[src/rsfs_consts.svh]
`ifndef RSFS_CONSTS_SVH
`define RSFS_CONSTS_SVH
// timing counts in master clock cycles
`define FIRST_CMD_CYCLES 100
`define RST_PULSE_CYCLES 50
`define CLK_AROUND_CYCLES 10
`define POR_CYCLES 16
`define RESYNC_CYCLES 64
`define FRAME_CYCLES 256
`define TRIG_PULSE_CYCLES 4
`define CNT_W 16
`define STRAP_W 4
`endif

[src/rsfs_pkg.sv]
package rsfs_pkg;
  typedef enum logic {MODE_PROGRESSIVE, MODE_INTERLACED} out_mode_e;
  typedef enum logic {TRIG_SINGLE, TRIG_CONTINUOUS} trig_mode_e;
endpackage : rsfs_pkg

[src/rsfs_if.sv]
`timescale 1ns/1ps
interface rsfs_if;
  logic reset_n;
  logic standby;
  logic frame_sync;
  logic soft_reset_wr;
  logic ready;
  logic [3:0] gpio_in;
  logic flash_serial_in;
  logic host_frame_valid;
  logic host_frame_valid_oe_n;
  logic black_field;
  logic sensor_reset_n;
  logic sensor_trigger;
  logic sensor_trigger_oe_n;
  modport device (
    input reset_n, standby, frame_sync, soft_reset_wr, gpio_in,
    flash_serial_in,
    output ready, host_frame_valid, host_frame_valid_oe_n, black_field,
    sensor_reset_n, sensor_trigger, sensor_trigger_oe_n
  );
  modport host (
    output reset_n, standby, frame_sync, soft_reset_wr,
    input ready, host_frame_valid, host_frame_valid_oe_n, black_field
  );
endinterface : rsfs_if

[src/sync2.sv]
`timescale 1ns/1ps
module sync2 #(
  parameter int W = 1
) (
  // clock and reset
  input wire logic clk,
  input wire logic rst,
  // data
  input wire logic [W-1:0] d,
  output logic [W-1:0] q
);
  logic [W-1:0] meta_q;
  always_ff @(posedge clk or posedge rst) begin
    if (rst) begin
      meta_q <= '0;
      q <= '0;
    end else begin
      meta_q <= d;
      q <= meta_q;
    end
  end
endmodule : sync2

[src/rsfs_device.sv]
// What this block does
// - internal power-on reset without external pulse
// - host waits 100 clocks before first command
// - hard, soft and power-on reset sources
// - serial control write starts soft reset
// - reset pin low: reset, outputs high-z
// - reset low 50 clocks, clock 10 after
// - clock runs 10 cycles before reset release
// - 100 clocks after reset release before serial
// - standby high enters, low exits hard standby
// - clock runs 10 cycles after standby high
// - clock runs 10 cycles before standby low
// - sensor reset low in reset, released on entering run
// - sample upper gpio after reset, then high-z
// - interlaced sync rise stops current frame
// - interlaced sync fall resyncs, black fields output
// - sync toggles ignored during resync period
// - progressive sync forwarded to sensor trigger
// - single-shot: one frame per trigger
// - continuous: one trigger, frames from then
// - matched cameras align frame valid within five
// - flash input strap selects host or auto config
`timescale 1ns/1ps
`include "rsfs_consts.svh"
module rsfs_device #(
  parameter int POR_CYCLES = `POR_CYCLES,
  parameter int RESYNC_CYCLES = `RESYNC_CYCLES,
  parameter int FRAME_CYCLES = `FRAME_CYCLES
) (
  // clock and reset
  input wire logic clk,
  input wire logic rst,
  // link
  rsfs_if.device lnk,
  // configuration
  input wire rsfs_pkg::out_mode_e out_mode,
  input wire rsfs_pkg::trig_mode_e trig_mode,
  // status
  output logic auto_config,
  output logic [`STRAP_W-1:0] strap,
  output logic in_standby,
  output logic streaming
);
  import rsfs_pkg::*;

  typedef enum {ST_POR, ST_RESET, ST_STRAP, ST_DEFAULT, ST_RUN}
    main_state_e;
  typedef enum {FS_IDLE, FS_STOPPED, FS_RESYNC} fs_state_e;

  ////////////////////////////////////////////////////////////////////
  logic reset_n_s;
  logic standby_s;
  logic fs_s;
  logic fs_prev_q;
  logic [`CNT_W-1:0] cnt_q;
  logic [`CNT_W-1:0] fcnt_q;
  logic [`CNT_W-1:0] rcnt_q;
  main_state_e st_q;
  fs_state_e fs_q;
  logic frame_active_q;
  logic cont_q;
  logic [1:0] trig_cnt_q;
  logic trig_q;
  logic fs_rise;
  logic fs_fall;
  logic in_reset;

  sync2 #(.W(3)) u_sync (
    .clk(clk),
    .rst(rst),
    .d({lnk.reset_n, lnk.standby, lnk.frame_sync}),
    .q({reset_n_s, standby_s, fs_s})
  );

  assign fs_rise = fs_s && !fs_prev_q;
  assign fs_fall = !fs_s && fs_prev_q;
  assign in_reset = (st_q == ST_POR) || (st_q == ST_RESET);

  always_ff @(posedge clk or posedge rst) begin
    if (rst) begin
      fs_prev_q <= 1'b0;
    end else begin
      fs_prev_q <= fs_s;
    end
  end

  ////////////////////////////////////////////////////////////////////
  // main reset sequence
  always_ff @(posedge clk or posedge rst) begin
    if (rst) begin
      st_q <= ST_POR;
      cnt_q <= '0;
    end else if (!reset_n_s && st_q != ST_POR) begin
      st_q <= ST_RESET;
      cnt_q <= '0;
    end else begin
      case (st_q)
        ST_POR: begin
          cnt_q <= cnt_q + 1'b1;
          if (cnt_q >= `CNT_W'(POR_CYCLES - 1)) begin
            // pin still low: stay quiet in reset, reach strap only after release
            st_q <= reset_n_s ? ST_STRAP : ST_RESET;
          end
        end
        ST_RESET: begin
          st_q <= ST_STRAP;
        end
        ST_STRAP: begin
          st_q <= ST_DEFAULT;
        end
        ST_DEFAULT: begin
          st_q <= ST_RUN;
        end
        ST_RUN: begin
          if (lnk.soft_reset_wr) begin
            st_q <= ST_RESET;
          end
        end
        default: begin
          st_q <= ST_POR;
        end
      endcase
    end
  end

  // strap capture after reset release
  always_ff @(posedge clk or posedge rst) begin
    if (rst) begin
      strap <= '0;
      auto_config <= 1'b0;
    end else if (st_q == ST_STRAP) begin
      strap <= lnk.gpio_in;
      auto_config <= lnk.flash_serial_in;
    end
  end

  assign in_standby = standby_s && (st_q == ST_RUN);
  assign lnk.ready = (st_q == ST_RUN);
  assign lnk.sensor_reset_n = (st_q == ST_RUN);

  ////////////////////////////////////////////////////////////////////
  // interlaced frame sync
  always_ff @(posedge clk or posedge rst) begin
    if (rst) begin
      fs_q <= FS_IDLE;
      rcnt_q <= '0;
    end else if (in_reset || out_mode != MODE_INTERLACED) begin
      fs_q <= FS_IDLE;
      rcnt_q <= '0;
    end else begin
      case (fs_q)
        FS_IDLE: begin
          if (fs_rise) begin
            fs_q <= FS_STOPPED;
          end
        end
        FS_STOPPED: begin
          if (fs_fall) begin
            fs_q <= FS_RESYNC;
            rcnt_q <= '0;
          end
        end
        FS_RESYNC: begin
          rcnt_q <= rcnt_q + 1'b1;
          if (rcnt_q >= `CNT_W'(RESYNC_CYCLES - 1)) begin
            fs_q <= FS_IDLE;
          end
        end
        default: begin
          fs_q <= FS_IDLE;
        end
      endcase
    end
  end

  assign lnk.black_field = (fs_q == FS_RESYNC);

  ////////////////////////////////////////////////////////////////////
  // progressive trigger forwarding
  always_ff @(posedge clk or posedge rst) begin
    if (rst) begin
      trig_q <= 1'b0;
      trig_cnt_q <= '0;
    end else if (in_reset || out_mode != MODE_PROGRESSIVE) begin
      trig_q <= 1'b0;
      trig_cnt_q <= '0;
    end else if (fs_rise && standby_s == 1'b0) begin
      trig_q <= 1'b1;
      trig_cnt_q <= 2'(`TRIG_PULSE_CYCLES - 1);
    end else if (trig_cnt_q != '0) begin
      trig_cnt_q <= trig_cnt_q - 1'b1;
    end else begin
      trig_q <= 1'b0;
    end
  end

  always_ff @(posedge clk or posedge rst) begin
    if (rst) begin
      cont_q <= 1'b0;
    end else if (in_reset || out_mode != MODE_PROGRESSIVE ||
                 trig_mode != TRIG_CONTINUOUS) begin
      cont_q <= 1'b0;
    end else if (fs_rise) begin
      cont_q <= 1'b1;
    end
  end

  // frame timing, restarted on the synced edge for alignment
  always_ff @(posedge clk or posedge rst) begin
    if (rst) begin
      frame_active_q <= 1'b0;
      fcnt_q <= '0;
    end else if (in_reset || in_standby) begin
      frame_active_q <= 1'b0;
      fcnt_q <= '0;
    end else if (out_mode == MODE_PROGRESSIVE && fs_rise) begin
      frame_active_q <= 1'b1;
      fcnt_q <= '0;
    end else if (out_mode == MODE_INTERLACED && fs_rise) begin
      frame_active_q <= 1'b0;
      fcnt_q <= '0;
    end else if (out_mode == MODE_INTERLACED && fs_q == FS_IDLE) begin
      fcnt_q <= (fcnt_q >= `CNT_W'(FRAME_CYCLES - 1)) ? '0 :
                fcnt_q + 1'b1;
      frame_active_q <= 1'b1;
    end else if (frame_active_q) begin
      if (fcnt_q >= `CNT_W'(FRAME_CYCLES - 1)) begin
        fcnt_q <= '0;
        frame_active_q <= cont_q;
      end else begin
        fcnt_q <= fcnt_q + 1'b1;
      end
    end
  end

  assign lnk.host_frame_valid = frame_active_q && fs_q == FS_IDLE;
  assign lnk.host_frame_valid_oe_n = in_reset;
  assign lnk.sensor_trigger = trig_q;
  assign lnk.sensor_trigger_oe_n = in_reset;
  assign streaming = frame_active_q;
endmodule : rsfs_device

[src/flat_wrapper.sv]
// flat-port wrapper written by rule: the top's interface ports become plain ports
module rsfs_device_flat import rsfs_pkg::*;
#(
  parameter int POR_CYCLES = `POR_CYCLES,
  parameter int RESYNC_CYCLES = `RESYNC_CYCLES,
  parameter int FRAME_CYCLES = `FRAME_CYCLES
)
  (clk, rst, out_mode, trig_mode, auto_config, strap, in_standby, streaming, lnk_reset_n, lnk_standby, lnk_frame_sync, lnk_soft_reset_wr, lnk_gpio_in, lnk_flash_serial_in, lnk_ready, lnk_host_frame_valid, lnk_host_frame_valid_oe_n, lnk_black_field, lnk_sensor_reset_n, lnk_sensor_trigger, lnk_sensor_trigger_oe_n);
  rsfs_if lnk_i ();
  input wire logic clk;
  input wire logic rst;
  input wire rsfs_pkg::out_mode_e out_mode;
  input wire rsfs_pkg::trig_mode_e trig_mode;
  output logic auto_config;
  output logic [`STRAP_W-1:0] strap;
  output logic in_standby;
  output logic streaming;
  input wire logic [$bits(lnk_i.reset_n)-1:0] lnk_reset_n;
  input wire logic [$bits(lnk_i.standby)-1:0] lnk_standby;
  input wire logic [$bits(lnk_i.frame_sync)-1:0] lnk_frame_sync;
  input wire logic [$bits(lnk_i.soft_reset_wr)-1:0] lnk_soft_reset_wr;
  input wire logic [$bits(lnk_i.gpio_in)-1:0] lnk_gpio_in;
  input wire logic [$bits(lnk_i.flash_serial_in)-1:0] lnk_flash_serial_in;
  output wire logic [$bits(lnk_i.ready)-1:0] lnk_ready;
  output wire logic [$bits(lnk_i.host_frame_valid)-1:0] lnk_host_frame_valid;
  output wire logic [$bits(lnk_i.host_frame_valid_oe_n)-1:0] lnk_host_frame_valid_oe_n;
  output wire logic [$bits(lnk_i.black_field)-1:0] lnk_black_field;
  output wire logic [$bits(lnk_i.sensor_reset_n)-1:0] lnk_sensor_reset_n;
  output wire logic [$bits(lnk_i.sensor_trigger)-1:0] lnk_sensor_trigger;
  output wire logic [$bits(lnk_i.sensor_trigger_oe_n)-1:0] lnk_sensor_trigger_oe_n;
  assign lnk_i.reset_n = lnk_reset_n;
  assign lnk_i.standby = lnk_standby;
  assign lnk_i.frame_sync = lnk_frame_sync;
  assign lnk_i.soft_reset_wr = lnk_soft_reset_wr;
  assign lnk_i.gpio_in = lnk_gpio_in;
  assign lnk_i.flash_serial_in = lnk_flash_serial_in;
  assign lnk_ready = lnk_i.ready;
  assign lnk_host_frame_valid = lnk_i.host_frame_valid;
  assign lnk_host_frame_valid_oe_n = lnk_i.host_frame_valid_oe_n;
  assign lnk_black_field = lnk_i.black_field;
  assign lnk_sensor_reset_n = lnk_i.sensor_reset_n;
  assign lnk_sensor_trigger = lnk_i.sensor_trigger;
  assign lnk_sensor_trigger_oe_n = lnk_i.sensor_trigger_oe_n;
  rsfs_device #(.POR_CYCLES(POR_CYCLES), .RESYNC_CYCLES(RESYNC_CYCLES), .FRAME_CYCLES(FRAME_CYCLES)) u_core (.clk(clk), .rst(rst), .lnk(lnk_i), .out_mode(out_mode), .trig_mode(trig_mode), .auto_config(auto_config), .strap(strap), .in_standby(in_standby), .streaming(streaming));
endmodule
[config.mk]
export PLATFORM = sky130hd
export DESIGN_NAME = rsfs_device_flat
export DESIGN_NICKNAME = d
export VERILOG_FILES = /design/src/rsfs_pkg.sv /design/src/rsfs_if.sv /design/src/sync2.sv /design/src/rsfs_device.sv /design/src/flat_wrapper.sv
export VERILOG_INCLUDE_DIRS = /design/src /design/src/src
export SDC_FILE = /design/constraint.sdc
export NUM_CORES = 1
export LEC_CHECK = 0
export BUFFER_PORTS_ARGS = -buffer_cell sky130_fd_sc_hd__buf_2
export CAP_MARGIN = 20
export CORE_UTILIZATION = 45
export CTS_CLUSTER_DIAMETER = 50
export CTS_CLUSTER_SIZE = 30
export DETAILED_ROUTE_END_ITERATION = 6
export SYNTH_ARGS = -nofsm -noshare
export SYNTH_HDL_FRONTEND = slang
export SYNTH_SLANG_ARGS = --single-unit
export TNS_END_PERCENT = 5
[constraint.sdc]
create_clock -name clk -period 6.8 [get_ports clk]
set_clock_uncertainty 0.05 [all_clocks]
set_input_delay 1.36 -clock clk [delete_from_list [all_inputs] [get_ports clk]]
set_output_delay 1.36 -clock clk [all_outputs]
set_load 0.005 [all_outputs]
### Word-level counts from Yosys, hierarchy flattened

Index checks and enable logic that the tools add are counted.

| word-level totals | value |
|---|---|
| logic and storage cells | 106 |
| latch bits | 0 |
| ROM bits | 0 |
| input port bits | 13 |
| memory bits (writable) | 0 |
| register bits after elaboration | 129 |
| output and inout bits | 14 |
| memories | 0 |

| operators by class | value |
|---|---|
| bitwise gates (word level) | 3 |
| add/subtract/negate cells | 4 |
| div/mod/pow operators | 0 |
| equal/unequal tests | 16 |
| multipliers | 0 |
| reduce and logical (&&, ||, !) cells | 31 |
| multiplexer cells | 35 |
| shift operators | 0 |
| order comparisons | 3 |

Operators with widths:

| cell | number |
|---|---|
| 32-bit two-way mux | 7 |
| 16-bit two-way mux | 10 |
| 32-bit one-hot mux with 5 select lines | 1 |
| 32-bit by 2-bit equality test with 1-bit output (second input constant) | 4 |
| 32-bit zero test | 4 |
| 32-bit by 3-bit equality test with 1-bit output (second input constant) | 3 |
| 32-bit one-hot mux with 3 select lines | 1 |
| 32-bit by 1-bit equality test with 1-bit output (second input constant) | 2 |
| 16-bit by 1-bit adder with 16-bit output (second input constant) | 3 |
| 32-bit by 4-bit equality test with 1-bit output (second input constant) | 1 |
| 16-bit one-hot mux with 2 select lines | 1 |
| 32-bit nonzero test | 1 |
| 16-bit by 4-bit >= comparator with 1-bit output (second input constant) | 1 |
| 16-bit by 6-bit >= comparator with 1-bit output (second input constant) | 1 |
| 16-bit by 8-bit >= comparator with 1-bit output (second input constant) | 1 |
| 3-bit by 1-bit inequality test with 1-bit output (second input constant) | 5 |
| 1-bit two-way mux | 11 |
| 1-bit logical AND | 9 |
| 2-bit two-way mux | 4 |
| 2-bit nonzero test | 3 |
| 3-bit nonzero test | 2 |
| 1-bit logical OR | 5 |
| 5-bit nonzero test | 1 |
| 2-bit AND reduction | 2 |
| 5 further kinds | 9 |

### Logic depth before layout (Yosys ltp)

| depth | value |
|---|---|
| depth after elaboration | 7 |
| depth in mapped cells | 8 |
| mapped depth without buffers | 7 |

### Modules after synthesis

A second synthesis with hierarchy kept.

| second synthesis, totals | value |
|---|---|
| cells, all modules | 325 |
| area, all modules | 3314.4 µm² |

Modules (own cells, without submodules):

| module | times used | seq. area each (µm²) | area each (µm²) | cells an instance |
|---|---|---|---|---|
| rsfs_device | 1 | 1601.5 | 3160.5 | 318 |
| sync2 | 1 | 150.1 | 153.9 | 7 |

### Worst setup path after synthesis

Ideal clock, no wire load.

| path | value |
|---|---|
| path kind | input -> register |
| start point | input port out_mode |
| end point | register u_core.fcnt_q[13] |
| path slack | 4.202 ns |
| library setup time | 0.119 ns |
| arrival time | 2.429 ns |
| required time | 6.631 ns |
| stages | 5 |
| path buffers | 0 |
| cells stage by stage | a21o_1 a2111oi_4 nand3b_1 nor4_1 o21a_1 |

| between the ends | value |
|---|---|
| longest elaborated chain between the ends | 5 |
| elaborated cells on any way between the ends | 9 |
| those cells by class | mux: 4; bitwise: 1; reduce/logical: 4 |

Ends and longest elaborated chain:

| what | line | text |
|---|---|---|
| start, declared | flat_wrapper.sv:12 | `input wire rsfs_pkg::out_mode_e out_mode;` |
| 1-bit logical AND | rsfs_device.sv:222 | `end else if (out_mode == MODE_INTERLACED && fs_q == FS_IDLE) begin` |
| 16-bit two-way mux | rsfs_device.sv:222 |  |
| 16-bit two-way mux | rsfs_device.sv:219 | `end else if (out_mode == MODE_INTERLACED && fs_rise) begin` |
| 16-bit two-way mux | rsfs_device.sv:216 | `end else if (out_mode == MODE_PROGRESSIVE && fs_rise) begin` |
| 16-bit two-way mux | rsfs_device.sv:213 | `end else if (in_reset \|\| in_standby) begin` |
| end signal, assigned | rsfs_device.sv:223 | `` fcnt_q <= (fcnt_q >= `CNT_W'(FRAME_CYCLES - 1)) ? '0 : `` |
| end signal, assigned | rsfs_device.sv:231 | `fcnt_q <= fcnt_q + 1'b1;` |
| end, declared | rsfs_device.sv:56 | `` logic [`CNT_W-1:0] fcnt_q; `` |

Parallel ways exist; a longest one is shown, timed or not.
A chain may end at the register's enable or synchronous reset.

### Final worst setup path

| path | value |
|---|---|
| start point | register u_core.st_q[2] |
| end point | output port in_standby |

| between the ends | value |
|---|---|
| longest elaborated chain between the ends | 2 |

Ends and longest elaborated chain:

| what | line | text |
|---|---|---|
| start, declared | rsfs_device.sv:58 | `main_state_e st_q;` |
| start signal, assigned | rsfs_device.sv:102 | `st_q <= reset_n_s ? ST_STRAP : ST_RESET;` |
| 32-bit by 4-bit equality test with 1-bit output | rsfs_device.sv:137 | `assign in_standby = standby_s && (st_q == ST_RUN);` |
| 1-bit logical AND | rsfs_device.sv:137 |  |
| end, declared | flat_wrapper.sv:16 | `output logic in_standby;` |

Every way passes these cells.

==> impl_metrics.tcl <==
set metrics [dict create \
    overflow 0 \
    syn_area_sq_mm 0.00347 \
    grt_pass1_wl_um 12100 \
    final_area_sq_mm 0.00390 \
    antenna_found_initial 0 \
    maxCapViolCount 0 \
    n_antenna_cell 0 \
    wl_um 6910 \
    hold_slack_ns 0.304 \
    yosysTopAreaCell "dfrtp_1" \
    drc_errors 0 \
    post-route-util_pct 53.0 \
    dr.pass1.iters 4 \
    tightest_slew_ns 0.878 \
    dpl.cell_count 472 \
    cts_buffers 9 \
    clockRootBuffer "clkbuf_8" \
    vias 2654 \
    syn-num-nets 378 \
    synth_area_leaders "dfrtp_1 50%, nand2_1 3.8%, nand3_1 3.7%" \
    cts_tree "built" \
    gr-usage-met3_pct 5.75 \
    ios 27 \
    hp-class "flip-flop to flip-flop" \
    worstPathRequired_ns 5.39 \
    dpl_cell_area_sq_mm 0.00368 \
    worst_setup_path_end_kind "output pin" \
    ys_seq_area_share_pct 50.4 \
    synth_flop_cell "dfrtp_1" \
    synth_top_area_share_pct 50.4 \
    powerDensity_mw_per_mm2 280 \
    async_flop_share_pct 100 \
    final_cells 488 \
    die_y_um 89.9 \
    start_util_pct 47.1 \
    htreeDepth 3 \
    finalNetCount 406 \
    first_global_vias 2519 \
    ys_ff_latch 70 \
    grt_use_total_pct 18.7 \
    crit_fanout 9 \
    fin_crit_sh_pct 47.2 \
    path_clk_slew_ns 0.07 \
    ir_drop_v 0.000147 \
    die_area_sq_mm 0.00808 \
    cts.path.max_buffers 2 \
    cts.sinks 70 \
    cts_resized 0 \
    clk_latency_ns 0.34 \
    area_growth_syn_to_layout_pct 12.3 \
    post_cts_buffers 0 \
    drtIter0Drc 166 \
    core_region_area_sq_mm 0.00737 \
    die_width_um 89.9 \
    leakagePower_nw 1.68 \
    critPathBufInv 1 \
    hold_viol_final 0 \
    path_delay_family "simple AND/OR/NAND/NOR gates" \
    min_period_ns 3.21 \
    use_met1_pct 25.6 \
    synth_warnings 0 \
    finalSetupViolCount 0 \
    met2_usage_pct 29.1 \
    maxSlewViolCount 0 \
    run_status "finished, final reports clean" \
    cp.arrival_ns 1.80 \
    rsz0062_at_grt "false" \
    finalSetupTns_ns 0 \
    port_buffers 26 \
    grt_busiest_layer "met2" \
    routed_via_density 5.44 \
    place_congestion 0.759 \
    cpMaxStageDelayCell "nor3b_1" \
    wl_per_cell_um 14.2 \
    ys_types 50 \
    cpPeakStageDelay_ns 0.58 \
    fmax_ghz 0.312 \
    syn_inst 356 \
    num_rows 31 \
    fillers 705 \
    critical_path_class "flip-flop to output pin" \
    avgSynthCellArea_sq_um 9.76 \
    dpl.hpwl_um 4710 \
    slew_headroom_pct 41.5 \
    start_kind "flip-flop" \
    cp_cell_sequence "nor3b_1 > and2_1 > buf_2" \
    grt_max_degree 71 \
    synth_edf_count 0 \
    layout-drive-gt1-share_pct 15.2 \
    detail-route-antenna-nets 0 \
    holdBufCountCts 0 \
]
[cells in the mapped netlist (3+ instances only)]
| library cell | instances |
|---|---|
| o211ai_1 | 6 |
| ha_1 | 9 |
| dfrtp_1 | 70 |
| and2_1 | 7 |
| inv_1 | 12 |
| o21a_1 | 4 |
| nand2_1 | 35 |
| nand4_1 | 7 |
| a21o_1 | 4 |
| nor4_1 | 8 |
| nor3_1 | 7 |
| or4_1 | 3 |
| a211oi_1 | 4 |
| a22o_1 | 4 |
| clkbuf_1 | 5 |
| a21oi_1 | 18 |
| xnor2_1 | 5 |
| o31ai_1 | 3 |
| mux2_2 | 6 |
| buf_4 | 4 |
| o22ai_1 | 3 |
| and3_1 | 8 |
| nand3_1 | 26 |
| nand2b_1 | 7 |
| o21ai_0 | 24 |
| xor2_1 | 3 |
| nor2b_1 | 6 |
| nor2_1 | 27 |
[routing by layer]
| layer | vias up | part of all wire [%] | wire length, um |
|---|---|---|---|
| met5 | - | 0 | 0 |
| met4 | 0 | 0.55 | 38 |
| met3 | 5 | 3.6 | 250 |
| met2 | 39 | 45 | 3110 |
| met1 | 1275 | 51 | 3510 |
| li1 | 1335 | - | - |
[final cells by class]
cell class / instances / area [sq um] / share of cell area, %
multi-input combinational: 262 / 1610 / 41.2
timing repair buffer: 29 / 153 / 3.91
clock inverter: 7 / 97.6 / 2.50
sequential: 70 / 1750 / 44.9
inverter: 12 / 45.0 / 1.15
tap: 99 / 124 / 3.17
clock buffer: 9 / 124 / 3.17
[worst paths after layout]
path                       slack, ns                  to  cells after the start                    start
max reg2reg                     4.58    u_core.rcnt_q[2]                      5           u_core.fs_q[0]
min in group asynchronous       1.21    u_core.fcnt_q[9]                      3                      rst
max in group asynchronous       4.91    u_core.rcnt_q[5]                      3                      rst
max                             3.59          in_standby                      3           u_core.st_q[2]
min reg2reg                     0.30  u_core.u_sync.q[2]                      0  u_core.u_sync.meta_q[2]
min                             0.30  u_core.u_sync.q[2]                      0  u_core.u_sync.meta_q[2]
[report_power, final]
group / total, mW / internal [mW] / leakage [nW] / switching (mW)
sequential: 0.493 / 0.454 / 0.944 / 0.0391
clock: 0.371 / 0.208 / 0.106 / 0.164
combinational: 0.229 / 0.0958 / 0.628 / 0.133
total: 1.09 / 0.757 / 1.68 / 0.336
[sequential cells by signal, indices dropped and copies added (netlist names)]
signal and count:
u_core.u_sync.q 3, u_core.auto_config 1, u_core.st_q 3, u_core.rcnt_q 16, u_core.fcnt_q 16, u_core.strap 4, u_core.trig_cnt_q 2, u_core.cont_q 1
u_core.cnt_q 16, u_core.fs_prev_q 1, u_core.fs_q 2, u_core.streaming 1, u_core.u_sync.meta_q 3, u_core.lnk.sensor_trigger 1
[placed cells by master, fill, tap and decap left out, types with 8 or more instances in the layout]
cell      Yosys  layout
nand3_1      26      26
clkbuf_8      0       9
nand2_1      35      35
ha_1          9       9
and3_1        8       8
o21ai_0      24      24
a21oi_1      18      18
nor2_1       27      27
buf_2         2      26
dfrtp_1      70      70
inv_1        12      11
nor4_1        8       8
[per-stage QoR]
| step | power (mW) | setup slack [ns] |
|---|---|---|
| 6_report | 1.09 | 3.59 |
| 3_3_place_gp | 0.727 | 3.92 |
| 2_1_floorplan | 0.674 | 3.62 |
| 3_5_place_dp | 0.732 | 3.89 |
| 4_1_cts | 1.11 | 3.59 |
| 5_1_grt | 1.16 | 3.39 |
[kinds of logic after synthesis]
| group | Yosys count | synth area share [%] |
|---|---|---|
| AOI/OAI and AO/OA | 82 | 15.3 |
| xor gates and xnor gates | 8 | 2.02 |
| adders and majority gates | 9 | 3.24 |
| buffers and inverters | 24 | 3.31 |
| DFF | 70 | 50.4 |
| muxes | 8 | 2.52 |
| and+or+nand+nor | 155 | 23.2 |
Note: power is estimated with default switching activity, not from simulation.
